`config.mk`:
```
export PLATFORM = sky130hd
export DESIGN_NAME = cpu_datapath_sequencer
export DESIGN_NICKNAME = d
export VERILOG_FILES = /design/src/verilog/datapath_pkg.sv /design/src/verilog/adder_shift.sv /design/src/verilog/cpu_datapath_sequencer.sv
export VERILOG_INCLUDE_DIRS = /design/src /design/src/verilog
export SDC_FILE = /design/constraint.sdc
export NUM_CORES = 1
export LEC_CHECK = 0
export BUFFER_PORTS_ARGS = -buffer_cell sky130_fd_sc_hd__buf_2
export CELL_PAD_IN_SITES_DETAIL_PLACEMENT = 0
export CELL_PAD_IN_SITES_GLOBAL_PLACEMENT = 1
export CORE_UTILIZATION = 46
export CTS_BUF_LIST = sky130_fd_sc_hd__clkbuf_4 sky130_fd_sc_hd__clkbuf_8 sky130_fd_sc_hd__clkbuf_16
export CTS_CLUSTER_DIAMETER = 200
export DETAILED_ROUTE_END_ITERATION = 8
export GPL_TIMING_DRIVEN = 0
export PLACE_DENSITY = 0.88
export SKIP_CTS_REPAIR_TIMING = 1
export SYNTH_ARGS = -nofsm -noshare
export SYNTH_HDL_FRONTEND = slang
export SYNTH_HIERARCHICAL = 1
export SYNTH_SLANG_ARGS = --single-unit
```
`constraint.sdc`:
```
create_clock -name clk -period 9 [get_ports clk]
set_input_delay 0.9 -clock clk [delete_from_list [all_inputs] [get_ports clk]]
set_output_delay 0.9 -clock clk [all_outputs]
set_load 0.1 [all_outputs]
```
`src/verilog/datapath_regs.svh`:
```
// timing counts and field positions for the datapath sequencer
`ifndef DATAPATH_REGS_SVH
`define DATAPATH_REGS_SVH
`define WORD_W 16
`define EA_LSB_W 8
`define CLK_PERIOD_NS 100
`define QUARTER_NS 25
`define QUARTER_CYC ((`QUARTER_NS + `CLK_PERIOD_NS - 1) / `CLK_PERIOD_NS)
`define OPC_HI 15
`define OPC_LO 12
`define SHDIR_BIT 11
`define SHCNT_HI 3
`define SHCNT_LO 0
`define OPC_LDA 4'h1
`define OPC_LDX 4'h2
`define OPC_ADD 4'h3
`define OPC_SHIFT 4'h4
`define OPC_AND 4'h5
`define RESET_PC 16'h0000
`endif

```
`src/verilog/datapath_pkg.sv`:
```
// types shared by the datapath sequencer
package datapath_pkg;
  typedef logic [15:0] word_t;
  typedef enum logic [1:0] {
    sh_pass = 2'h0,
    sh_left = 2'h1,
    sh_right = 2'h2
  } shift_mode_e;
endpackage

```
`src/verilog/adder_shift.sv`:
```
// combinational adder followed by one-position shift control
`timescale 1ns/10ps
module adder_shift
  import datapath_pkg::*;
(
  // adder inputs
  input wire datapath_pkg::word_t source_bus,
  input wire datapath_pkg::word_t operand_bus,
  input wire logic carry_in,
  // shift selection
  input wire datapath_pkg::shift_mode_e shift_mode,
  // result
  output datapath_pkg::word_t result_bus
);
  import datapath_pkg::*;

  word_t sum; // adder output, carry out dropped

  // the adder is passive: it always sums its three inputs
  always_comb begin
    sum = source_bus + operand_bus + {15'h0000, carry_in};
  end

  // shift control moves the whole word one position at most
  always_comb begin
    case (shift_mode)
      sh_left: result_bus = {sum[14:0], 1'b0};
      sh_right: result_bus = {1'b0, sum[15:1]};
      default: result_bus = sum;
    endcase
  end
endmodule

```
`src/verilog/cpu_datapath_sequencer.sv`:
```
// sequencer for fetch, load, add, shift and and on a 16-bit datapath
`timescale 1ns/10ps
`include "datapath_regs.svh"
module cpu_datapath_sequencer
  import datapath_pkg::*;
(
  // clock and reset
  input wire logic clk,
  input wire logic reset,
  // memory side
  output datapath_pkg::word_t mem_addr,
  output logic mem_read,
  input wire logic mem_done,
  input wire datapath_pkg::word_t memory_read_bus,
  // visible state
  output datapath_pkg::word_t acc,
  output datapath_pkg::word_t index_reg,
  output datapath_pkg::word_t pc,
  output datapath_pkg::word_t instr,
  output logic busy
);
  import datapath_pkg::*;

  typedef enum logic [6:0] {
    st_fetch_addr = 7'h01,
    st_fetch_read = 7'h02,
    st_decode = 7'h04,
    st_op_read = 7'h08,
    st_op_load = 7'h10,
    st_execute = 7'h20,
    st_shift = 7'h40
  } state_e;

  state_e state, next_state;
  word_t read_latch, next_read_latch; // memory read-data latch
  word_t operand, next_operand; // operand register
  word_t next_acc, next_index_reg, next_pc, next_instr, next_mem_addr;
  logic next_mem_read;
  logic [3:0] shift_left_cnt, next_shift_left_cnt; // passes still to do
  logic [1:0] stretch, next_stretch; // sub-pass counter inside a stretched cycle
  logic inc_done, next_inc_done; // counter increment already made this fetch
  logic next_busy; // busy as it will stand after the coming edge

  // bus drivers
  logic drv_pc, drv_acc, drv_idx, drv_opnd, cin;
  word_t source_bus, operand_bus, result_bus;
  shift_mode_e shift_mode;
  logic [3:0] opc;

  // each driver contributes ones when idle, so the bus ands its drivers
  function automatic word_t wired_and(input logic en, input word_t v);
    wired_and = en ? v : 16'hffff;
  endfunction

  assign opc = instr[`OPC_HI:`OPC_LO];

  // datapath gating; with nothing enabled the source bus reads all zero
  always_comb begin
    drv_pc = 1'b0;
    drv_acc = 1'b0;
    drv_idx = 1'b0;
    drv_opnd = 1'b0;
    cin = 1'b0;
    shift_mode = sh_pass;
    case (state)
      st_fetch_addr: drv_pc = 1'b1;
      st_fetch_read: begin
        drv_pc = 1'b1;
        cin = !inc_done;
      end
      st_op_load: drv_opnd = 1'b1;
      st_execute: begin
        if (opc == `OPC_ADD) begin
          drv_acc = 1'b1;
          drv_opnd = 1'b1;
        end else if (opc == `OPC_AND) begin
          drv_acc = 1'b1;
          drv_idx = 1'b1;
        end else begin
          drv_opnd = 1'b1;
        end
      end
      st_shift: begin
        drv_acc = 1'b1;
        if (stretch == 2'h0) begin
          shift_mode = instr[`SHDIR_BIT] ? sh_right : sh_left;
        end
      end
      default: ;
    endcase
  end

  // source and operand buses; a zero from any driver wins its bit, so two
  // registers gated together leave their bitwise and on the source bus
  always_comb begin
    if (drv_pc | drv_acc | drv_idx) begin
      source_bus = wired_and(drv_pc, pc) & wired_and(drv_acc, acc)
        & wired_and(drv_idx, index_reg);
    end else begin
      source_bus = 16'h0000;
    end
    operand_bus = drv_opnd ? operand : 16'h0000;
  end

  // adder and shift control, shared by every transfer except memory captures and the operand address
  adder_shift adder_shift_inst (
    .source_bus(source_bus),
    .operand_bus(operand_bus),
    .carry_in(cin),
    .shift_mode(shift_mode),
    .result_bus(result_bus)
  );

  // sequencer next-state and register transfers
  always_comb begin
    next_state = state;
    next_read_latch = read_latch;
    next_operand = operand;
    next_acc = acc;
    next_index_reg = index_reg;
    next_pc = pc;
    next_instr = instr;
    next_mem_addr = mem_addr;
    next_mem_read = 1'b0;
    next_shift_left_cnt = shift_left_cnt;
    next_stretch = stretch;
    next_inc_done = inc_done;
    case (state)
      st_fetch_addr: begin
        next_mem_addr = result_bus;
        next_mem_read = 1'b1;
        next_inc_done = 1'b0;
        next_state = st_fetch_read;
      end
      st_fetch_read: begin
        next_mem_read = !mem_done;
        if (!inc_done) begin
          next_pc = result_bus;
          next_inc_done = 1'b1;
        end
        if (mem_done) begin
          next_read_latch = memory_read_bus;
          next_instr = memory_read_bus;
          next_state = st_decode;
        end
      end
      st_decode: begin
        case (opc)
          `OPC_LDA, `OPC_LDX, `OPC_ADD: begin
            next_mem_addr = {8'h00, instr[`EA_LSB_W-1:0]};
            next_mem_read = 1'b1;
            next_state = st_op_read;
          end
          `OPC_AND: next_state = st_execute;
          `OPC_SHIFT: begin
            next_shift_left_cnt = instr[`SHCNT_HI:`SHCNT_LO];
            next_stretch = 2'h0;
            next_state = (instr[`SHCNT_HI:`SHCNT_LO] == 4'h0) ? st_fetch_addr : st_shift;
          end
          default: next_state = st_fetch_addr;
        endcase
      end
      st_op_read: begin
        next_mem_read = !mem_done;
        if (mem_done) begin
          next_read_latch = memory_read_bus;
          next_operand = memory_read_bus;
          next_state = (opc == `OPC_ADD) ? st_execute : st_op_load;
        end
      end
      st_op_load: begin
        if (opc == `OPC_LDX) next_index_reg = result_bus;
        else next_acc = result_bus;
        next_state = st_fetch_addr;
      end
      st_execute: begin
        next_acc = result_bus;
        next_state = st_fetch_addr;
      end
      st_shift: begin
        // first pass takes one step, later ones wait a one-cycle stretch first (the quarter cycle rounded up)
        if (stretch == 2'h0) begin
          next_acc = result_bus;
          next_shift_left_cnt = shift_left_cnt - 4'h1;
          next_stretch = 2'(`QUARTER_CYC);
          if (shift_left_cnt == 4'h1) next_state = st_fetch_addr;
        end else begin
          next_stretch = stretch - 2'h1;
        end
      end
      default: next_state = st_fetch_addr;
    endcase
    // busy drops as the sequencer heads back to fetch the next word
    next_busy = (next_state != st_fetch_addr);
  end

  // state registers only; every transfer is decided above
  always_ff @(posedge clk) begin
    if (reset) begin
      state <= st_fetch_addr;
      read_latch <= 16'h0000;
      operand <= 16'h0000;
      acc <= 16'h0000;
      index_reg <= 16'h0000;
      pc <= `RESET_PC;
      instr <= 16'h0000;
      mem_addr <= 16'h0000;
      mem_read <= 1'b0;
      shift_left_cnt <= 4'h0;
      stretch <= 2'h0;
      inc_done <= 1'b0;
      busy <= 1'b0;
    end else begin
      state <= next_state;
      read_latch <= next_read_latch;
      operand <= next_operand;
      acc <= next_acc;
      index_reg <= next_index_reg;
      pc <= next_pc;
      instr <= next_instr;
      mem_addr <= next_mem_addr;
      mem_read <= next_mem_read;
      shift_left_cnt <= next_shift_left_cnt;
      stretch <= next_stretch;
      inc_done <= next_inc_done;
      busy <= next_busy;
    end
  end

  // checks
  fetch_inc_a: assert property (@(posedge clk) disable iff (reset)
    state == st_fetch_read && !inc_done |=> pc == $past(pc) + 16'h0001)
    else $error("pc not incremented during fetch");
  fetch_addr_a: assert property (@(posedge clk) disable iff (reset)
    state == st_fetch_addr |=> mem_addr == $past(pc) && mem_read)
    else $error("fetch address not loaded from pc");
  instr_load_a: assert property (@(posedge clk) disable iff (reset)
    state == st_fetch_read && mem_done |=> instr == $past(memory_read_bus))
    else $error("instruction not captured");
  opnd_load_a: assert property (@(posedge clk) disable iff (reset)
    state == st_op_read && mem_done |=> operand == $past(memory_read_bus))
    else $error("operand not captured");
  ea_low_a: assert property (@(posedge clk) disable iff (reset)
    state == st_op_read |-> mem_addr == {8'h00, instr[7:0]})
    else $error("effective address wrong");
  add_sum_a: assert property (@(posedge clk) disable iff (reset)
    state == st_execute && opc == `OPC_ADD |=> acc == $past(acc) + $past(operand))
    else $error("add result wrong");
  and_prod_a: assert property (@(posedge clk) disable iff (reset)
    state == st_execute && opc == `OPC_AND |=> acc == ($past(acc) & $past(index_reg)))
    else $error("and result wrong");
  shift_left_a: assert property (@(posedge clk) disable iff (reset)
    state == st_shift && stretch == 2'h0 && !instr[11] |=> acc == {$past(acc[14:0]), 1'b0})
    else $error("left shift wrong");
  shift_end_a: assert property (@(posedge clk) disable iff (reset)
    state == st_shift && stretch == 2'h0 && shift_left_cnt == 4'h1 |=> state == st_fetch_addr)
    else $error("shift did not terminate");
  idle_zero_a: assert property (@(posedge clk) disable iff (reset)
    state == st_decode |-> operand_bus == 16'h0000 && !cin)
    else $error("idle adder inputs not zero");
  fetch_c: cover property (@(posedge clk) state == st_fetch_read && mem_done);
  add_c: cover property (@(posedge clk) state == st_execute && opc == `OPC_ADD);
  shift_c: cover property (@(posedge clk) state == st_shift && stretch != 2'h0);
  load_c: cover property (@(posedge clk) state == st_op_load && opc == `OPC_LDX);
  // load targets, right shift, stretch spacing and address hold; a read
  // whose address moved under it would fetch the wrong word silently
  load_acc_a: assert property (@(posedge clk) disable iff (reset)
    state == st_op_load && opc == `OPC_LDA |=> acc == $past(operand))
    else $error("accumulator load wrong");
  load_index_a: assert property (@(posedge clk) disable iff (reset)
    state == st_op_load && opc == `OPC_LDX |=> index_reg == $past(operand))
    else $error("index load wrong");
  shift_right_a: assert property (@(posedge clk) disable iff (reset)
    state == st_shift && stretch == 2'h0 && instr[`SHDIR_BIT]
      |=> acc == {1'b0, $past(acc[15:1])})
    else $error("right shift wrong");
  shift_stretch_a: assert property (@(posedge clk) disable iff (reset)
    state == st_shift && stretch == 2'h0 && shift_left_cnt != 4'h1
      |=> state == st_shift && stretch != 2'h0)
    else $error("shift pass not stretched");
  addr_hold_a: assert property (@(posedge clk) disable iff (reset)
    mem_read && !mem_done |=> $stable(mem_addr))
    else $error("address moved during read");
endmodule

```
==> run metrics <==
I/O pin total 101; CP arrival 6.01 ns; Overflow after GRT 0; Worst-path clk slew 0.07 ns; Max Cap Viol 0; initial antenna violation count 0; total global-route track usage 28.4%; CP Capture Type flop; Hold Crit Class flop to flop; area of the core 13,400 um^2; vias per cell 5.95; Final min period 5.75 ns; dpl cells 1,008; Yosys warnings 6; Commonest cells post-synth dfxtp_1 (112), mux2i_1 (90), nor2_1 (73); routed wire length 20,300 um; global-route wire length before repair 31,600 um; die width 120 um; top_reg_cell synth dfxtp_1; chip height 120 um; Synth top area share 35.1%; RSZ-0062 raised after global routing no; Post-Syn Instances 733; Pins Over Slew Limit 0; Mean Syn Cell Area 8.71 um^2; Seq/Total Area, Yosys 35.1%; Achievable Freq 174 MHz; vias in the first global route 5,867; leak pwr 3.19 nW; share of cells above drive strength 1 20.8%; top-count cell post-synth dfxtp_1; hpwl dp 15,800 um; Rows 42; crit path max fanout 10; Worst Clk Skew 0.00689 ns; # DRC 0; GRT met3 Usage 4.80%; GRT met2 Usage 47.2%; PD cells 192 nW/um^2; Worst Max-Slew Pin Slew 1.22 ns; ranking of synthesized cells by area dfxtp_1 (35%), mux2i_1 (14%), a211oi_1 (4.5%); Seq cells post-synth 112; DRT Pass-1 Iters 5; largest area contributor in the netlist dfxtp_1; Setup TNS 0 ns; GRT Max-Usage Layer met2; Worst Path Required 9.26 ns; per-cell routed wire length 19.9 um; CTS buffer count 9; die footprint 14,400 um^2; Slew HR 18.4%; Worst Setup Start Kind flop; nets 882; # port buffers 99; largest net degree at the start of global routing 18; Hold Crit Depth 2; deepest clock path buffer count 2; Multi-input gate area 3750 um^2; outcome completed; Final Non-Filler Cells 1,024; synthesized area 6380 um^2; clock sinks 112; Root Buffer clkbuf_16; filler cell count 1,294; syn_nets 772; TritonCTS clock tree yes; Vias 6,093; H-tree depth 3; gpl congestion 0.966; number of flops mapped to enable cells by yosys 0; maximum VDD drop 0.111 mV; cells on worst reg2reg path 19; count of different cell masters after synthesis 78; Async S/R FF share, synth 0%; Worst-Skew Late Latency 0.36 ns; final worst path period share 63.8%; antenna viol nets, final 0; CP Class flop to flop; final hold vios 0; ant diodes 0; Final setup violation count 0; initial core utilization 47.6%; first-iteration detailed-routing DRC count 449; met1 Usage GRT 37.2%; Reg area 2240 um^2; Area growth syn-to-layout 16.5%
worst max-delay path: stages (launching register included):
cell and delay (ns):
dfxtp_1 0.31, buf_2 0.21, or3_1 0.14, clkbuf_1 0.28, a211o_1 0.15, buf_2 0.26, a21boi_1 0.64, buf_2 0.37
a211oi_1 0.11, fa_1 0.47, inv_1 0.08, fa_1 0.22, and2b_1 0.20, o21ai_0 0.21, o21ai_1 0.23, xor2_1 0.32
o2bb2a_1 0.26, o21ai_0 0.71, mux2i_1 0.17, a211oi_1 0.30
layout make-up:
cell class | count | share of cell area, %
clock inverter | 4 | 1.04
inverter | 35 | 1.77
timing repair buffer | 99 | 6.66
tap | 176 | 2.96
buffer | 53 | 3.58
sequential | 112 | 30.1
clock buffer | 12 | 3.42
multi-input combinational | 533 | 50.4
routing by layer:
layer / up-vias / routed length [um]
li1: 2875 / -
met1: 2992 / 9070
met2: 194 / 9710
met3: 32 / 1140
met4: 0 / 422
met5: - / 0
path summary, 6_finish.rpt:
kind	endpoint	startpoint	slack, ns
worst min-delay path	inc_done	inc_done	0.48
worst min register to register	inc_done	inc_done	0.48
worst max-delay path	mem_addr[7]	state[4]	3.25
worst max register to register	mem_addr[7]	state[4]	3.25
report_power, final:
group / internal (mW) / switching (mW) / total, mW
logic: 0.117 / 0.333 / 0.450
registers: 0.515 / 0.0154 / 0.531
clock network: 0.259 / 0.188 / 0.447
total: 0.892 / 0.536 / 1.43
cells by family after synthesis:
family,synth area share [%]
AND/OR/NAND/NOR,19.9
AO/OA/AOI/OAI,19.1
flip-flops,35.1
multiplexers,14.5
buffers and inverters,6.23
adder cells (fa/ha/maj),4.16
XOR/XNOR,1.10
cells in the final DEF (no fill, tap or decap), drive strengths merged, types with 9 or more instances in the layout:
| master | Yosys | layout |
|---|---|---|
| a211oi | 40 | 40 |
| a22o | 9 | 9 |
| ha | 18 | 18 |
| nor3 | 12 | 12 |
| nand4 | 9 | 9 |
| nor2 | 83 | 83 |
| dfxtp | 112 | 112 |
| buf | 26 | 125 |
| mux2i | 90 | 90 |
| and2 | 20 | 20 |
| nand3 | 10 | 10 |
| inv | 35 | 35 |
| o22ai | 17 | 17 |
| o21ai | 26 | 26 |
| nand2 | 54 | 54 |
| clkbuf | 27 | 39 |
| a21oi | 27 | 27 |
through the flow:
| stage | cell area [um^2] | power, mW | util, % | setup slack (ns) | hold WS [ns] |
|---|---|---|---|---|---|
| finish | 7440 | 1.43 | 55.5 | 3.25 | 0.479 |
| global route | 7440 | 1.47 | 55.5 | 2.94 | 0.495 |
| CTS | 7430 | 1.42 | 55.5 | 3.44 | 0.478 |
| detailed placement | 7100 | 0.983 | 53.0 | 3.52 | 0.467 |
| global placement | 7100 | 0.976 | 53.0 | 3.62 | 0.461 |
| floorplan | 6380 | 0.878 | - | 4.17 | 0.446 |
Power figures use the tool's default switching activity.
